## config.mk

```make
export PLATFORM = sky130hd
export DESIGN_NAME = spe_scan_port
export DESIGN_NICKNAME = d
export VERILOG_FILES = /design/src/inc/spe_pkg.sv /design/src/inc/spe_tap_if.sv /design/src/hdl/spe_tap_fsm.sv /design/src/hdl/spe_scan_port.sv
export SDC_FILE = /design/constraint.sdc
export NUM_CORES = 1
export LEC_CHECK = 0
export BUFFER_PORTS_ARGS = -buffer_cell sky130_fd_sc_hd__buf_2
export CORE_UTILIZATION = 40
export CTS_BUF_LIST = sky130_fd_sc_hd__clkbuf_8 sky130_fd_sc_hd__clkbuf_16
export CTS_CLUSTER_DIAMETER = 60
export DETAILED_ROUTE_END_ITERATION = 8
export GPL_ROUTABILITY_DRIVEN = 0
export GPL_TIMING_DRIVEN = 0
export PLACE_DENSITY = 0.63
export SYNTH_ARGS = -nofsm -noshare
export SYNTH_HDL_FRONTEND = slang
export SYNTH_HIERARCHICAL = 1
export SYNTH_SLANG_ARGS = --single-unit
```

## constraint.sdc

```tcl
create_clock -name mclk -period 2.4 [get_ports mclk]
set_clock_uncertainty 0.2 [all_clocks]
set_input_delay 0.36 -clock mclk [delete_from_list [all_inputs] [get_ports mclk]]
set_output_delay 0.36 -clock mclk [all_outputs]
set_load 0.01 [all_outputs]
```

## src/inc/spe_pkg.sv

```systemverilog
package spe_pkg;

  // Instruction register width and opcodes
  localparam int IR_W = 4;
  localparam logic [3:0] IR_BYPASS = 4'hf;
  localparam logic [3:0] IR_IDCODE = 4'h1;
  localparam logic [3:0] IR_EMUCTL = 4'h2;
  // Opcode loaded in test-logic-reset
  localparam logic [3:0] IR_RESET = 4'h1;
  // Fixed pattern captured in capture-ir
  localparam logic [3:0] IR_CAPTURE = 4'h1;

  // Identity word width; the value itself is a top-level parameter
  localparam int ID_W = 32;

  // Emulation control register layout
  localparam int EMU_W = 4;
  localparam int EMU_A_EN = 0;
  localparam int EMU_A_VAL = 1;
  localparam int EMU_B_EN = 2;
  localparam int EMU_B_VAL = 3;
  localparam logic [3:0] EMU_RESET = 4'h0;

  // Positions in the pin synchroniser vector
  localparam int SYNC_W = 6;
  localparam int SI_TCK = 0;
  localparam int SI_TMS = 1;
  localparam int SI_TDI = 2;
  localparam int SI_TRST = 3;
  localparam int SI_EMU_A = 4;
  localparam int SI_EMU_B = 5;
  localparam logic [5:0] SYNC_RESET = 6'h00;

  // Sixteen test port controller states
  typedef enum logic [3:0] {
    ST_TLR, ST_RTI,
    ST_SEL_DR, ST_CAP_DR, ST_SH_DR, ST_EX1_DR,
    ST_PAU_DR, ST_EX2_DR, ST_UPD_DR,
    ST_SEL_IR, ST_CAP_IR, ST_SH_IR, ST_EX1_IR,
    ST_PAU_IR, ST_EX2_IR, ST_UPD_IR
  } spe_tap_state_t;

endpackage : spe_pkg

```

## src/inc/spe_tap_if.sv

```systemverilog
`timescale 1ns/1ps
// Link between pin logic and the controller state machine
interface spe_tap_if;
  logic step; // One mclk pulse per accepted rising test clock
  logic tms; // Synchronised mode select
  logic hold_rst; // Test reset held low
  spe_pkg::spe_tap_state_t state; // Current controller state

  modport fsm (input step, input tms, input hold_rst, output state);
  modport core (output step, output tms, output hold_rst, input state);
endinterface : spe_tap_if

```

## src/hdl/spe_tap_fsm.sv

```systemverilog
`timescale 1ns/1ps
module spe_tap_fsm (
  // Clock and reset
  input wire logic mclk,
  input wire logic srst,
  // Controller link
  spe_tap_if.fsm tap
);

  ////////////////////////////////////////////////////////////////////////////
  // Next state from mode select
  function automatic spe_pkg::spe_tap_state_t spe_next(
    input spe_pkg::spe_tap_state_t s, input logic m);
    spe_pkg::spe_tap_state_t n;
    n = s;
    unique case (s)
      spe_pkg::ST_TLR: n = m ? spe_pkg::ST_TLR : spe_pkg::ST_RTI;
      spe_pkg::ST_RTI: n = m ? spe_pkg::ST_SEL_DR : spe_pkg::ST_RTI;
      spe_pkg::ST_SEL_DR: n = m ? spe_pkg::ST_SEL_IR : spe_pkg::ST_CAP_DR;
      spe_pkg::ST_CAP_DR: n = m ? spe_pkg::ST_EX1_DR : spe_pkg::ST_SH_DR;
      spe_pkg::ST_SH_DR: n = m ? spe_pkg::ST_EX1_DR : spe_pkg::ST_SH_DR;
      spe_pkg::ST_EX1_DR: n = m ? spe_pkg::ST_UPD_DR : spe_pkg::ST_PAU_DR;
      spe_pkg::ST_PAU_DR: n = m ? spe_pkg::ST_EX2_DR : spe_pkg::ST_PAU_DR;
      spe_pkg::ST_EX2_DR: n = m ? spe_pkg::ST_UPD_DR : spe_pkg::ST_SH_DR;
      spe_pkg::ST_UPD_DR: n = m ? spe_pkg::ST_SEL_DR : spe_pkg::ST_RTI;
      spe_pkg::ST_SEL_IR: n = m ? spe_pkg::ST_TLR : spe_pkg::ST_CAP_IR;
      spe_pkg::ST_CAP_IR: n = m ? spe_pkg::ST_EX1_IR : spe_pkg::ST_SH_IR;
      spe_pkg::ST_SH_IR: n = m ? spe_pkg::ST_EX1_IR : spe_pkg::ST_SH_IR;
      spe_pkg::ST_EX1_IR: n = m ? spe_pkg::ST_UPD_IR : spe_pkg::ST_PAU_IR;
      spe_pkg::ST_PAU_IR: n = m ? spe_pkg::ST_EX2_IR : spe_pkg::ST_PAU_IR;
      spe_pkg::ST_EX2_IR: n = m ? spe_pkg::ST_UPD_IR : spe_pkg::ST_SH_IR;
      spe_pkg::ST_UPD_IR: n = m ? spe_pkg::ST_SEL_DR : spe_pkg::ST_RTI;
    endcase
    return n;
  endfunction : spe_next

  ////////////////////////////////////////////////////////////////////////////
  // State register
  spe_pkg::spe_tap_state_t state_q; // Controller state
  spe_pkg::spe_tap_state_t state_d; // Next controller state

  // Held in reset while test reset is low; moves only on a test clock rise
  assign state_d = tap.hold_rst ? spe_pkg::ST_TLR
                 : tap.step ? spe_next(state_q, tap.tms)
                 : state_q;

  // State flop
  always_ff @(posedge mclk) begin
    if (srst) begin
      state_q <= spe_pkg::ST_TLR;
    end else begin
      state_q <= state_d;
    end
  end

  assign tap.state = state_q;

endmodule : spe_tap_fsm

```

## src/hdl/spe_scan_port.sv

```systemverilog
`timescale 1ns/1ps
// How it works
// TMS and TDI sampled on rising test clock
// TDO changes only on falling test clock; the code releases the driver at once on leaving shift
// TDO floats unless a shift is active
// TDO floats while output disable is active
// Test reset high hands control to scan
// Test reset low ignores scan inputs
// Pin a is scan-configured event line
// Pin b is scan-configured event line
// Test reset low makes pin b disable
// Output disable floats every output driver
// Disable needs reset low, a high, b low
// Disable is for test and emulation only
// Sixteen-state controller, reset when test reset low
module spe_scan_port #(
  // Identity word; value is arbitrary, bit 0 set
  parameter logic [31:0] ID_VALUE = 32'h5a5a_0001
) (
  // Clock and reset
  input wire logic mclk,
  input wire logic srst,
  // Test port pins
  input wire logic tck,
  input wire logic tms,
  input wire logic tdi,
  input wire logic trst,
  output logic tdo_out,
  output logic tdo_oe_n,
  // Emulation pin a
  input wire logic emulation_event_pin_a_in,
  output logic emulation_event_pin_a_out,
  output logic emulation_event_pin_a_oe_n,
  // Emulation pin b, also the output disable
  input wire logic emulation_event_pin_b_or_output_disable_in,
  output logic emulation_event_pin_b_or_output_disable_out,
  output logic emulation_event_pin_b_or_output_disable_oe_n,
  // Core side
  input wire logic core_evt_a,
  input wire logic core_evt_b,
  output logic evt_a_seen,
  output logic evt_b_seen,
  output logic scan_mode,
  output logic outputs_off
);

  ////////////////////////////////////////////////////////////////////////////
  // Shift state decode, used by drive logic and checks
  function automatic logic spe_is_shift(input spe_pkg::spe_tap_state_t s);
    return (s == spe_pkg::ST_SH_DR) || (s == spe_pkg::ST_SH_IR);
  endfunction : spe_is_shift

  ////////////////////////////////////////////////////////////////////////////
  // Pin synchronisers
  logic [spe_pkg::SYNC_W-1:0] sync_in; // Raw pin levels
  logic [spe_pkg::SYNC_W-1:0] sync1_q; // First stage, read only by stage two
  logic [spe_pkg::SYNC_W-1:0] sync2_q; // Safe to use
  logic tck_old_q; // Previous synced test clock

  assign sync_in[spe_pkg::SI_TCK] = tck;
  assign sync_in[spe_pkg::SI_TMS] = tms;
  assign sync_in[spe_pkg::SI_TDI] = tdi;
  assign sync_in[spe_pkg::SI_TRST] = trst;
  assign sync_in[spe_pkg::SI_EMU_A] = emulation_event_pin_a_in;
  assign sync_in[spe_pkg::SI_EMU_B] =
    emulation_event_pin_b_or_output_disable_in;

  // Two stages for every pin; all share one latency so TMS/TDI line up
  always_ff @(posedge mclk) begin
    if (srst) begin
      sync1_q <= spe_pkg::SYNC_RESET;
      sync2_q <= spe_pkg::SYNC_RESET;
      tck_old_q <= 1'b0;
    end else begin
      sync1_q <= sync_in;
      sync2_q <= sync1_q;
      tck_old_q <= sync2_q[spe_pkg::SI_TCK];
    end
  end

  ////////////////////////////////////////////////////////////////////////////
  // Synced levels and test clock edges
  logic tck_s; // Synced test clock
  logic tms_s; // Synced mode select
  logic tdi_s; // Synced data in
  logic trst_s; // Synced test reset
  logic emu_a_s; // Synced pin a
  logic emu_b_s; // Synced pin b
  logic rise_w; // Test clock rose
  logic fall_w; // Test clock fell
  logic step_w; // Accepted rise
  logic off_w; // Output disable condition

  assign tck_s = sync2_q[spe_pkg::SI_TCK];
  assign tms_s = sync2_q[spe_pkg::SI_TMS];
  assign tdi_s = sync2_q[spe_pkg::SI_TDI];
  assign trst_s = sync2_q[spe_pkg::SI_TRST];
  assign emu_a_s = sync2_q[spe_pkg::SI_EMU_A];
  assign emu_b_s = sync2_q[spe_pkg::SI_EMU_B];
  assign rise_w = tck_s & ~tck_old_q;
  assign fall_w = ~tck_s & tck_old_q;
  // Rises are dropped while test reset is low
  assign step_w = rise_w & trst_s; // see R1
  // Pin b read as active-low disable only in functional mode
  assign off_w = ~trst_s & emu_a_s & ~emu_b_s; // see R9

  ////////////////////////////////////////////////////////////////////////////
  // Controller state machine
  spe_tap_if tap_if ();
  spe_pkg::spe_tap_state_t st; // Current state

  assign tap_if.step = step_w;
  assign tap_if.tms = tms_s;
  assign tap_if.hold_rst = ~trst_s;
  assign st = tap_if.state;

  spe_tap_fsm u_fsm (
    .mclk (mclk),
    .srst (srst),
    .tap (tap_if.fsm)
  );

  ////////////////////////////////////////////////////////////////////////////
  // State decode
  logic in_tlr; // Test logic reset
  logic cap_ir; // Capture-ir on this rise
  logic sh_ir; // Shift-ir on this rise
  logic upd_ir; // Update-ir on this rise
  logic cap_dr; // Capture-dr on this rise
  logic sh_dr; // Shift-dr on this rise
  logic upd_dr; // Update-dr on this rise

  assign in_tlr = (st == spe_pkg::ST_TLR);
  assign cap_ir = step_w & (st == spe_pkg::ST_CAP_IR);
  assign sh_ir = step_w & (st == spe_pkg::ST_SH_IR);
  assign upd_ir = step_w & (st == spe_pkg::ST_UPD_IR);
  assign cap_dr = step_w & (st == spe_pkg::ST_CAP_DR);
  assign sh_dr = step_w & (st == spe_pkg::ST_SH_DR);
  assign upd_dr = step_w & (st == spe_pkg::ST_UPD_DR);

  ////////////////////////////////////////////////////////////////////////////
  // Instruction register
  logic [spe_pkg::IR_W-1:0] ir_sh_q; // Instruction shift stage
  logic [spe_pkg::IR_W-1:0] ir_sh_d;
  logic [spe_pkg::IR_W-1:0] ir_q; // Active instruction
  logic [spe_pkg::IR_W-1:0] ir_d;
  logic sel_id; // Identity word selected
  logic sel_emu; // Emulation control selected

  // Shift in from TDI on the accepted rise
  assign ir_sh_d = cap_ir ? spe_pkg::IR_CAPTURE
                 : sh_ir ? {tdi_s, ir_sh_q[spe_pkg::IR_W-1:1]}
                 : ir_sh_q;
  assign ir_d = in_tlr ? spe_pkg::IR_RESET
              : upd_ir ? ir_sh_q
              : ir_q;
  // Unknown opcodes fall back to the one-bit bypass path
  assign sel_id = (ir_q == spe_pkg::IR_IDCODE);
  assign sel_emu = (ir_q == spe_pkg::IR_EMUCTL);

  // Instruction flops
  always_ff @(posedge mclk) begin
    if (srst) begin
      ir_sh_q <= spe_pkg::IR_CAPTURE;
      ir_q <= spe_pkg::IR_RESET;
    end else begin
      ir_sh_q <= ir_sh_d;
      ir_q <= ir_d;
    end
  end

  ////////////////////////////////////////////////////////////////////////////
  // Data registers
  logic bypass_q; // Bypass bit
  logic bypass_d;
  logic [spe_pkg::ID_W-1:0] id_sh_q; // Identity shift stage
  logic [spe_pkg::ID_W-1:0] id_sh_d;
  logic [spe_pkg::EMU_W-1:0] emu_sh_q; // Emulation shift stage
  logic [spe_pkg::EMU_W-1:0] emu_sh_d;
  logic [spe_pkg::EMU_W-1:0] emu_cap; // Control with live pin levels
  logic [spe_pkg::EMU_W-1:0] emu_ctl_q; // Emulation pin direction control
  logic [spe_pkg::EMU_W-1:0] emu_ctl_d;

  // Capture shows pin levels in the value bits, enables as written
  assign emu_cap = {emu_b_s, emu_ctl_q[spe_pkg::EMU_B_EN],
                    emu_a_s, emu_ctl_q[spe_pkg::EMU_A_EN]};
  assign bypass_d = cap_dr ? 1'b0 : sh_dr ? tdi_s : bypass_q;
  assign id_sh_d = (cap_dr & sel_id) ? ID_VALUE
                 : (sh_dr & sel_id) ? {tdi_s, id_sh_q[spe_pkg::ID_W-1:1]}
                 : id_sh_q;
  assign emu_sh_d = (cap_dr & sel_emu) ? emu_cap
                  : (sh_dr & sel_emu)
                  ? {tdi_s, emu_sh_q[spe_pkg::EMU_W-1:1]}
                  : emu_sh_q;
  // Direction set through scan; cleared in test-logic-reset
  assign emu_ctl_d = in_tlr ? spe_pkg::EMU_RESET
                   : (upd_dr & sel_emu) ? emu_sh_q // see R7
                   : emu_ctl_q;

  // Data flops
  always_ff @(posedge mclk) begin
    if (srst) begin
      bypass_q <= 1'b0;
      id_sh_q <= ID_VALUE;
      emu_sh_q <= spe_pkg::EMU_RESET;
      emu_ctl_q <= spe_pkg::EMU_RESET;
    end else begin
      bypass_q <= bypass_d;
      id_sh_q <= id_sh_d;
      emu_sh_q <= emu_sh_d;
      emu_ctl_q <= emu_ctl_d;
    end
  end

  ////////////////////////////////////////////////////////////////////////////
  // Serial data out
  logic tdo_bit; // Bit at the head of the selected path
  logic tdo_q;
  logic tdo_d;
  logic tdo_oe_n_q;
  logic tdo_oe_n_d;

  assign tdo_bit = (st == spe_pkg::ST_SH_IR) ? ir_sh_q[0]
                 : sel_id ? id_sh_q[0]
                 : sel_emu ? emu_sh_q[0]
                 : bypass_q;
  // Level taken only at a falling test clock
  assign tdo_d = fall_w ? tdo_bit : tdo_q;
  // Driver released at once on leaving shift; the real pin would wait
  // for the next fall, which costs a half clock of float early
  assign tdo_oe_n_d = (~spe_is_shift(st) | ~trst_s) ? 1'b1
                    : off_w ? 1'b1
                    : fall_w ? 1'b0
                    : tdo_oe_n_q;

  // Output flops
  always_ff @(posedge mclk) begin
    if (srst) begin
      tdo_q <= 1'b0;
      tdo_oe_n_q <= 1'b1;
    end else begin
      tdo_q <= tdo_d;
      tdo_oe_n_q <= tdo_oe_n_d;
    end
  end

  ////////////////////////////////////////////////////////////////////////////
  // Emulation pins and core flags
  logic emu_a_out_q;
  logic emu_a_oe_n_q;
  logic emu_b_out_q;
  logic emu_b_oe_n_q;
  logic evt_a_q;
  logic evt_b_q;
  logic scan_q;
  logic off_q;
  logic emu_a_drv; // Pin a driven this cycle
  logic emu_b_drv; // Pin b driven this cycle

  // Drive only under scan control; pin b stays an input otherwise
  assign emu_a_drv = trst_s & emu_ctl_q[spe_pkg::EMU_A_EN];
  assign emu_b_drv = trst_s & emu_ctl_q[spe_pkg::EMU_B_EN]; // see R8

  // Pin and flag flops
  always_ff @(posedge mclk) begin
    if (srst) begin
      emu_a_out_q <= 1'b0;
      emu_a_oe_n_q <= 1'b1;
      emu_b_out_q <= 1'b0;
      emu_b_oe_n_q <= 1'b1;
      evt_a_q <= 1'b0;
      evt_b_q <= 1'b0;
      scan_q <= 1'b0;
      off_q <= 1'b0;
    end else begin
      emu_a_out_q <= emu_ctl_q[spe_pkg::EMU_A_VAL] | core_evt_a;
      emu_a_oe_n_q <= ~(emu_a_drv & ~off_w);
      emu_b_out_q <= emu_ctl_q[spe_pkg::EMU_B_VAL] | core_evt_b;
      emu_b_oe_n_q <= ~(emu_b_drv & ~off_w);
      evt_a_q <= trst_s & emu_a_s;
      evt_b_q <= trst_s & emu_b_s;
      scan_q <= trst_s;
      off_q <= off_w;
    end
  end

  assign tdo_out = tdo_q;
  assign tdo_oe_n = tdo_oe_n_q;
  assign emulation_event_pin_a_out = emu_a_out_q;
  assign emulation_event_pin_a_oe_n = emu_a_oe_n_q;
  assign emulation_event_pin_b_or_output_disable_out = emu_b_out_q;
  assign emulation_event_pin_b_or_output_disable_oe_n = emu_b_oe_n_q;
  assign evt_a_seen = evt_a_q;
  assign evt_b_seen = evt_b_q;
  assign scan_mode = scan_q;
  assign outputs_off = off_q;
endmodule : spe_scan_port

```

==> metrics.txt, run 1 <==
# TYPE chip_impl_metric gauge
chip_impl_info{name="outcome",value="finished, final reports clean"} 1
chip_impl_metric{name="gr-total-overflow",unit=""} 0
chip_impl_metric{name="ys_ff_latch",unit=""} 76
chip_impl_info{name="hold_class",value="input pin to flip-flop"} 1
chip_impl_metric{name="placeableCoreArea",unit="um^2"} 7687
chip_impl_info{name="cell_taking_the_most_area_after_synthesis",value="sky130_fd_sc_hd__dfxtp_1"} 1
chip_impl_metric{name="slowest_delay",unit="ns"} 0.40
chip_impl_metric{name="track_usage",unit=""} 0.1482
chip_impl_metric{name="power_density_relative_to_cell_area",unit="nW/um^2"} 665.6
chip_impl_info{name="ctsRootBufferMaster",value="sky130_fd_sc_hd__clkbuf_8"} 1
chip_impl_metric{name="drt-pass1-iter-count",unit=""} 4
chip_impl_metric{name="hold_buffers",unit=""} 0
chip_impl_metric{name="syn-instance-count",unit=""} 336
chip_impl_metric{name="drv_slew",unit=""} 0
chip_impl_metric{name="route.detailed.vias_per_inst",unit=""} 4.892
chip_impl_info{name="critPathSlowestCell",value="sky130_fd_sc_hd__dfxtp_1"} 1
chip_impl_metric{name="global_route_wire_length_before_repair",unit="mm"} 9.929
chip_impl_metric{name="power.ir.vdd_worst",unit="mV"} 0.3818
chip_impl_info{name="synthTopCellsByArea",value="sky130_fd_sc_hd__dfxtp_1 (48%), sky130_fd_sc_hd__nand2_1 (6.9%), sky130_fd_sc_hd__a21oi_2 (5.8%)"} 1
chip_impl_metric{name="post_cts_buffers",unit=""} 0
chip_impl_metric{name="slew-limit-headroom",unit=""} 0.4785
chip_impl_metric{name="route.vias.total",unit=""} 2314
chip_impl_info{name="yosysMostFrequentCell",value="sky130_fd_sc_hd__dfxtp_1"} 1
chip_impl_metric{name="final_wirelength",unit="mm"} 5.699
chip_impl_info{name="worstSetupStartpointType",value="flip-flop"} 1
chip_impl_metric{name="rows",unit=""} 32
chip_impl_metric{name="peak_freq",unit="MHz"} 479.7
chip_impl_metric{name="flow.area_growth_from_synthesis",unit="%"} 14.15
chip_impl_metric{name="cts_made_buffers",unit=""} 9
chip_impl_metric{name="avgSynthCellArea",unit="um^2"} 9.421
chip_impl_metric{name="fin_nets",unit=""} 376
chip_impl_metric{name="numPortBuffers",unit=""} 19
chip_impl_metric{name="power_leakage",unit="nW"} 1.351
chip_impl_metric{name="fillCellCount",unit=""} 769
chip_impl_metric{name="pre_cts_slack",unit="ns"} 0.3494
chip_impl_metric{name="drtAntennaViolNets",unit=""} 0
chip_impl_metric{name="dieArea",unit="um^2"} 8274
chip_impl_info{name="cts_tree",value="built"} 1
chip_impl_metric{name="grt_max_degree",unit=""} 18
chip_impl_metric{name="worst_slew_pin_slew",unit="ns"} 0.7737
chip_impl_metric{name="postSynth.asyncResetShare",unit=""} 0
chip_impl_metric{name="synth_enable_flop_cells",unit=""} 0
chip_impl_metric{name="yosysSeqAreaShare",unit=""} 0.4806
chip_impl_metric{name="report.final.hold_viol_count",unit=""} 0
chip_impl_metric{name="worst_setup_hold_path_clk_slew",unit="ns"} 0.08
chip_impl_metric{name="antenna_cells",unit=""} 0
chip_impl_metric{name="detail_route.iter0.violations",unit=""} 61
chip_impl_metric{name="chipHeight",unit="um"} 90.96
chip_impl_metric{name="final_core_utilization",unit=""} 0.4701
chip_impl_info{name="timing.critical_path.cells",value="nand3b_1, inv_1, buf_4, nand3_1, nand2_1, buf_2, a21oi_2"} 1
chip_impl_metric{name="clk_latency",unit="ns"} 0.34
chip_impl_metric{name="placement.cell_area",unit="um^2"} 3388
chip_impl_metric{name="initial_core_util",unit=""} 0.4118
chip_impl_metric{name="antenna_violations_before_repair",unit=""} 0
chip_impl_metric{name="cap_violations",unit=""} 0
chip_impl_metric{name="crit_fanout",unit=""} 17
chip_impl_metric{name="cp_data_arrival_time",unit="ns"} 2.11
chip_impl_metric{name="final_layout_size_suffix_gt1_frac",unit=""} 0.2830
chip_impl_metric{name="setup_viol",unit=""} 0
chip_impl_metric{name="floorplan.io_pins",unit=""} 20
chip_impl_metric{name="max-clock-path-buffers",unit=""} 2
chip_impl_info{name="rsz0062_at_grt",value="false"} 1
chip_impl_metric{name="worstPathRequired",unit="ns"} 2.43
chip_impl_info{name="synth_common_cells",value="sky130_fd_sc_hd__dfxtp_1 (76), sky130_fd_sc_hd__nand2_1 (58), sky130_fd_sc_hd__a21oi_2 (21), sky130_fd_sc_hd__nand2_2 (21), sky130_fd_sc_hd__nor2_1 (21)"} 1
chip_impl_info{name="crit_type",value="flip-flop to flip-flop"} 1
chip_impl_metric{name="synth_cell_type_count",unit=""} 47
chip_impl_metric{name="yosys_warnings",unit=""} 6
chip_impl_metric{name="cts_htree_levels",unit=""} 3
chip_impl_metric{name="finalWorstSetupSlack",unit="ns"} 0.3152
chip_impl_metric{name="layout_worst_path_cycle_share",unit=""} 0.8687
chip_impl_metric{name="post_synth_instance_area",unit="um^2"} 3166
chip_impl_metric{name="final.min_clock_period",unit="ns"} 2.085
chip_impl_metric{name="final_setup_tns",unit="ns"} 0
chip_impl_metric{name="dpl.hpwl",unit="mm"} 3.823
chip_impl_metric{name="netlist.area_leader.share",unit=""} 0.4806
chip_impl_metric{name="die-width",unit="um"} 90.96
chip_impl_metric{name="clock_sinks",unit=""} 76
chip_impl_metric{name="synth_nets",unit=""} 346
chip_impl_metric{name="wire_per_inst",unit="um"} 12.05
chip_impl_metric{name="via_count_of_the_first_global_routing_pass",unit=""} 2213
chip_impl_metric{name="stdcell_area",unit="um^2"} 3613
chip_impl_metric{name="drc_errors",unit=""} 0
chip_impl_metric{name="postCtsResizedCells",unit=""} 0
chip_impl_info{name="ys.flop_type",value="sky130_fd_sc_hd__dfxtp_1"} 1
chip_impl_info{name="setup.worst_path.end_class",value="flip-flop"} 1
## cell families (layout without fill, tap and decap cells)
group	count (synthesis)	after routing	synth area share
simple gates	159	159	0.2712
flops	76	76	0.4806
compound gates	64	64	0.1534
buf+inv	25	60	0.05731
mux	10	10	0.03202
xor+xnor	2	2	0.005535
## cell usage in the layout, fill, tap and decap left out, types with 2 or more instances in the layout
master                       netlist  final
sky130_fd_sc_hd__xnor2_1           2      2
sky130_fd_sc_hd__o211ai_1          3      3
sky130_fd_sc_hd__buf_12            2      2
sky130_fd_sc_hd__clkinvlp_4        0      3
sky130_fd_sc_hd__buf_4             4      4
sky130_fd_sc_hd__nand3_1          14     14
sky130_fd_sc_hd__a22o_1            2      2
sky130_fd_sc_hd__buf_2             8     27
sky130_fd_sc_hd__nand3b_1          4      4
sky130_fd_sc_hd__a21oi_1          12     12
sky130_fd_sc_hd__nor4b_1           2      2
sky130_fd_sc_hd__a21oi_2          21     21
sky130_fd_sc_hd__nand2_2          21     21
sky130_fd_sc_hd__nand2_1          58     58
sky130_fd_sc_hd__clkbuf_8          0     10
sky130_fd_sc_hd__buf_6             4      4
sky130_fd_sc_hd__o2111ai_1         2      2
sky130_fd_sc_hd__o21ai_0          11     11
sky130_fd_sc_hd__a211oi_1          2      2
sky130_fd_sc_hd__nand4b_1          2      2
sky130_fd_sc_hd__dfxtp_1          76     76
sky130_fd_sc_hd__nand4_1           3      3
sky130_fd_sc_hd__nand2b_1          4      4
sky130_fd_sc_hd__nor2b_1          17     17
sky130_fd_sc_hd__bufinv_16         0      2
sky130_fd_sc_hd__and3_1            3      3
sky130_fd_sc_hd__mux2i_1           9      9
sky130_fd_sc_hd__inv_1             5      5
sky130_fd_sc_hd__nor2_1           21     21
sky130_fd_sc_hd__clkbuf_1          2      2
sky130_fd_sc_hd__nor4b_4           3      3
## power breakdown
part | switching (W) | internal (W)
logic | 0.0000357 | 0.0000212
clock network | 0.000458 | 0.000611
registers | 0.00000646 | 0.00127
total | 0.000500 | 0.00191
## cell type report
type / count / area (um^2) / share of cell area
clock inverters: 6 / 87.58 / 0.02424
repair buffers: 19 / 95.09 / 0.02632
multi-input cells: 235 / 1463 / 0.4048
clock buffers: 10 / 137.6 / 0.03809
flip-flops and latches: 76 / 1521 / 0.4211
well taps: 102 / 127.6 / 0.03532
inverters: 5 / 18.77 / 0.005194
plain buffers: 20 / 162.7 / 0.04501
## sequential cells by signal, summed over array words and instances (netlist names), 4 cells and up
name and count:
emu_ctl_q 4, emu_sh_q 4, id_sh_q 32, ir_q 4, ir_sh_q 4, sync1_q 6
sync2_q 6, u_fsm/tap.state 4
## layer usage
| metal | global-route usage | part of all wire | vias to the layer above | wire (um) |
|---|---|---|---|---|
| li1 | - | - | 1205 | - |
| met1 | 0.1791 | 0.49 | 1070 | 2800 |
| met2 | 0.2456 | 0.46 | 30 | 2641 |
| met3 | 0.05193 | 0.034 | 9 | 191 |
| met4 | 0.04894 | 0.012 | 0 | 66 |
| met5 | 0 | 0 | - | 0 |
## metrics by stage
stage	total power, W	hold WS (ns)	cells
floorplan	0.001343	0.1675	336
CTS	0.002445	0.002659	473
global placement	0.001365	0.1862	457
detailed placement	0.001366	0.1914	457
finish	0.002405	0.01551	473
global route	0.002501	0.01329	473
## critical path: cells and delay by family (launching register included)
family,cells,cell delay (ns)
AOI/OAI and AO/OA,1,0.06
and+or+nand+nor,3,0.55
DFF,1,0.40
buffers and inverters,3,0.76
## path summary, 6_finish.rpt
kind	start	end	slack, ns	depth (start not counted)
worst max register to register	sync2_q[3]$_SDFF_PP0_	id_sh_q[23]$_SDFFE_PP0P_	0.32	7
worst max-delay path	sync2_q[3]$_SDFF_PP0_	id_sh_q[23]$_SDFFE_PP0P_	0.32	7
worst min-delay path	core_evt_a	emulation_event_pin_a_out$_SDFF_PP0_	0.02	3
worst min register to register	emu_ctl_q[0]$_SDFFE_PP0P_	emulation_event_pin_a_oe_n$_SDFF_PP1_	0.20	1
(Power assumes the default switching activity.)
==> run 2, diff against run 1 <==
==> constraint.sdc (replaced) <==
create_clock -name mclk -period 2.4 [get_ports mclk]
set_clock_uncertainty 0.2 [all_clocks]
set_input_delay 0.24 -clock mclk [delete_from_list [all_inputs] [get_ports mclk]]
set_output_delay 0.24 -clock mclk [all_outputs]
set_load 0.01 [all_outputs]
==> metrics.txt, run 2 (synthesized netlist as in run 1, its figures left out) <==
# TYPE chip_impl_metric gauge
chip_impl_metric{name="dpl.hpwl",unit="mm"} 3.823
chip_impl_metric{name="power.net_switching",unit="W"} 0.0005004
chip_impl_metric{name="drt-pass1-iter-count",unit=""} 4
chip_impl_metric{name="placeableCoreArea",unit="um^2"} 7687
chip_impl_metric{name="final_wirelength",unit="mm"} 5.837
chip_impl_metric{name="antenna_violations_before_repair",unit=""} 0
chip_impl_metric{name="peak_freq",unit="MHz"} 481.2
chip_impl_metric{name="power.share.combinational",unit=""} 0.029
chip_impl_metric{name="post_placement_cell_count",unit=""} 457
chip_impl_metric{name="cap_violations",unit=""} 0
chip_impl_metric{name="max-clock-path-buffers",unit=""} 2
chip_impl_metric{name="cts_htree_levels",unit=""} 3
chip_impl_info{name="ctsRootBufferMaster",value="sky130_fd_sc_hd__clkbuf_8"} 1
chip_impl_metric{name="initial_core_util",unit=""} 0.4118
chip_impl_info{name="layout.cells.most_common",value="sky130_fd_sc_hd__dfxtp_1"} 1
chip_impl_metric{name="track_usage",unit=""} 0.1516
chip_impl_metric{name="global_route_wire_length_before_repair",unit="mm"} 10.14
chip_impl_metric{name="route.vias.total",unit=""} 2365
chip_impl_metric{name="detail_route.iter0.violations",unit=""} 61
chip_impl_metric{name="gr-total-overflow",unit=""} 0
chip_impl_info{name="cts_tree",value="built"} 1
chip_impl_metric{name="finalWorstSetupSlack",unit="ns"} 0.3220
chip_impl_metric{name="via_count_of_the_first_global_routing_pass",unit=""} 2287
chip_impl_metric{name="die-width",unit="um"} 90.96
chip_impl_metric{name="clock_power_share",unit=""} 0.442
chip_impl_metric{name="slew-limit-headroom",unit=""} 0.4777
chip_impl_info{name="largest_register",value="id_sh_q"} 1
chip_impl_metric{name="largest_reg_flops",unit=""} 32
chip_impl_metric{name="crit_fanout",unit=""} 17
chip_impl_info{name="layout.cells.most_common_list",value="sky130_fd_sc_hd__dfxtp_1 (76), sky130_fd_sc_hd__nand2_1 (58), sky130_fd_sc_hd__buf_2 (27)"} 1
chip_impl_metric{name="rows",unit=""} 32
chip_impl_metric{name="wire_per_inst",unit="um"} 12.08
chip_impl_metric{name="final_setup_tns",unit="ns"} 0
chip_impl_metric{name="antenna_cells",unit=""} 0
chip_impl_info{name="rsz0062_at_grt",value="false"} 1
chip_impl_metric{name="clk_latency",unit="ns"} 0.34
chip_impl_metric{name="setup_viol",unit=""} 0
chip_impl_metric{name="report.final.hold_viol_count",unit=""} 0
chip_impl_metric{name="p_int",unit="W"} 0.001916
chip_impl_metric{name="cp_data_arrival_time",unit="ns"} 2.10
chip_impl_metric{name="layout_worst_path_cycle_share",unit=""} 0.8658
chip_impl_metric{name="grt_max_degree",unit=""} 18
chip_impl_metric{name="final.min_clock_period",unit="ns"} 2.078
chip_impl_metric{name="cts_made_buffers",unit=""} 9
chip_impl_metric{name="route.detailed.vias_per_inst",unit=""} 4.896
chip_impl_metric{name="worstPathRequired",unit="ns"} 2.42
chip_impl_metric{name="swShare",unit=""} 0.2071
chip_impl_metric{name="power_density_relative_to_cell_area",unit="nW/um^2"} 650.7
chip_impl_metric{name="final_layout_size_suffix_gt1_frac",unit=""} 0.2756
chip_impl_metric{name="drc_errors",unit=""} 0
chip_impl_info{name="reg.largest.list",value="id_sh_q: 32 flops, sync1_q: 6 flops, sync2_q: 6 flops"} 1
chip_impl_metric{name="power.ir.vdd_worst",unit="mV"} 0.3799
chip_impl_metric{name="chipHeight",unit="um"} 90.96
chip_impl_info{name="worstSetupStartpointType",value="flip-flop"} 1
chip_impl_metric{name="post_layout_nonfiller_instances",unit=""} 483
chip_impl_info{name="outcome",value="finished, final reports clean"} 1
chip_impl_metric{name="fillCellCount",unit=""} 761
chip_impl_metric{name="clock_sinks",unit=""} 76
chip_impl_info{name="setup.worst_path.end_class",value="flip-flop"} 1
chip_impl_metric{name="power_leakage",unit="nW"} 1.394
chip_impl_metric{name="seq_power_share",unit=""} 0.529
chip_impl_metric{name="drv_slew",unit=""} 0
chip_impl_metric{name="floorplan.io_pins",unit=""} 20
chip_impl_metric{name="fin_nets",unit=""} 386
chip_impl_metric{name="worst_setup_hold_path_clk_slew",unit="ns"} 0.08
chip_impl_metric{name="dieArea",unit="um^2"} 8274
chip_impl_metric{name="worst_slew_pin_slew",unit="ns"} 0.7749
chip_impl_metric{name="flow.area_growth_from_synthesis",unit="%"} 17.31
chip_impl_info{name="crit_type",value="flip-flop to flip-flop"} 1
chip_impl_metric{name="numPortBuffers",unit=""} 19
chip_impl_metric{name="drtAntennaViolNets",unit=""} 0
chip_impl_metric{name="pre_cts_slack",unit="ns"} 0.3494
chip_impl_info{name="hold_class",value="flip-flop to flip-flop"} 1
==> run 2: worst paths after layout <==
check | startpoint | end | slack [ns] | cells after the start
setup / recovery | sync2_q[3]$_SDFF_PP0_ | id_sh_q[23]$_SDFFE_PP0P_ | 0.32 | 7
hold / removal | emu_ctl_q[0]$_SDFFE_PP0P_ | emulation_event_pin_a_oe_n$_SDFF_PP1_ | 0.20 | 1
setup reg to reg | sync2_q[3]$_SDFF_PP0_ | id_sh_q[23]$_SDFFE_PP0P_ | 0.32 | 7
hold reg to reg | emu_ctl_q[0]$_SDFFE_PP0P_ | emulation_event_pin_a_oe_n$_SDFF_PP1_ | 0.20 | 1
==> run 2: critical path: stages, from the launching register on <==
cell	delay [ns]
sky130_fd_sc_hd__dfxtp_1	0.40
sky130_fd_sc_hd__nand3b_1	0.27
sky130_fd_sc_hd__inv_1	0.17
sky130_fd_sc_hd__buf_4	0.24
sky130_fd_sc_hd__nand3_1	0.09
sky130_fd_sc_hd__nand2_1	0.19
sky130_fd_sc_hd__buf_2	0.34
sky130_fd_sc_hd__a21oi_2	0.06
==> run 2: stage by stage <==
stage / hold slack [ns] / total power [W] / util / area, um^2
final: 0.2027 / 0.002417 / 0.4831 / 3714
after detailed placement: 0.1914 / 0.001366 / 0.4408 / 3388
after floorplan: 0.1089 / 0.001343 / - / 3166
after global placement: 0.1862 / 0.001365 / 0.4408 / 3388
after CTS: 0.2094 / 0.002458 / 0.4831 / 3714
after global routing: 0.2353 / 0.002515 / 0.4831 / 3714
==> run 2: timing repair <==
item,in CTS,in global routing
gates resized for setup,0,0
setup buffers,0,0
hold buffers,10,0
hold endpoints to repair,9,0
==> run 2: power by group through the flow <==
stage | Clock [W] | Sequential, W | Combinational (W)
after CTS | 0.00111 | 0.00128 | 0.0000697
after global routing | 0.00116 | 0.00128 | 0.0000763
after floorplan | 0 | 0.00131 | 0.0000343
final | 0.00107 | 0.00128 | 0.0000696
after detailed placement | 0 | 0.00131 | 0.0000573
after global placement | 0 | 0.00131 | 0.0000566
==> run 2: layout make-up <==
class | instances | area (um^2) | share of cell area
Buffer | 20 | 162.7 | 0.04380
Clock buffer | 10 | 137.6 | 0.03706
Clock inverter | 6 | 87.58 | 0.02358
Inverter | 5 | 18.77 | 0.005054
Multi-Input combinational cell | 235 | 1463 | 0.3939
Sequential cell | 76 | 1521 | 0.4097
Tap cell | 102 | 127.6 | 0.03437
Timing Repair Buffer | 29 | 195.2 | 0.05256
==> run 2: per-layer routing <==
| layer | vias to the layer above | GRT usage | share of wire |
|---|---|---|---|
| met5 | - | 0 | 0 |
| met4 | 0 | 0.04894 | 0.0087 |
| met3 | 6 | 0.05193 | 0.038 |
| met2 | 40 | 0.2582 | 0.47 |
| met1 | 1093 | 0.1785 | 0.48 |
| li1 | 1226 | - | - |
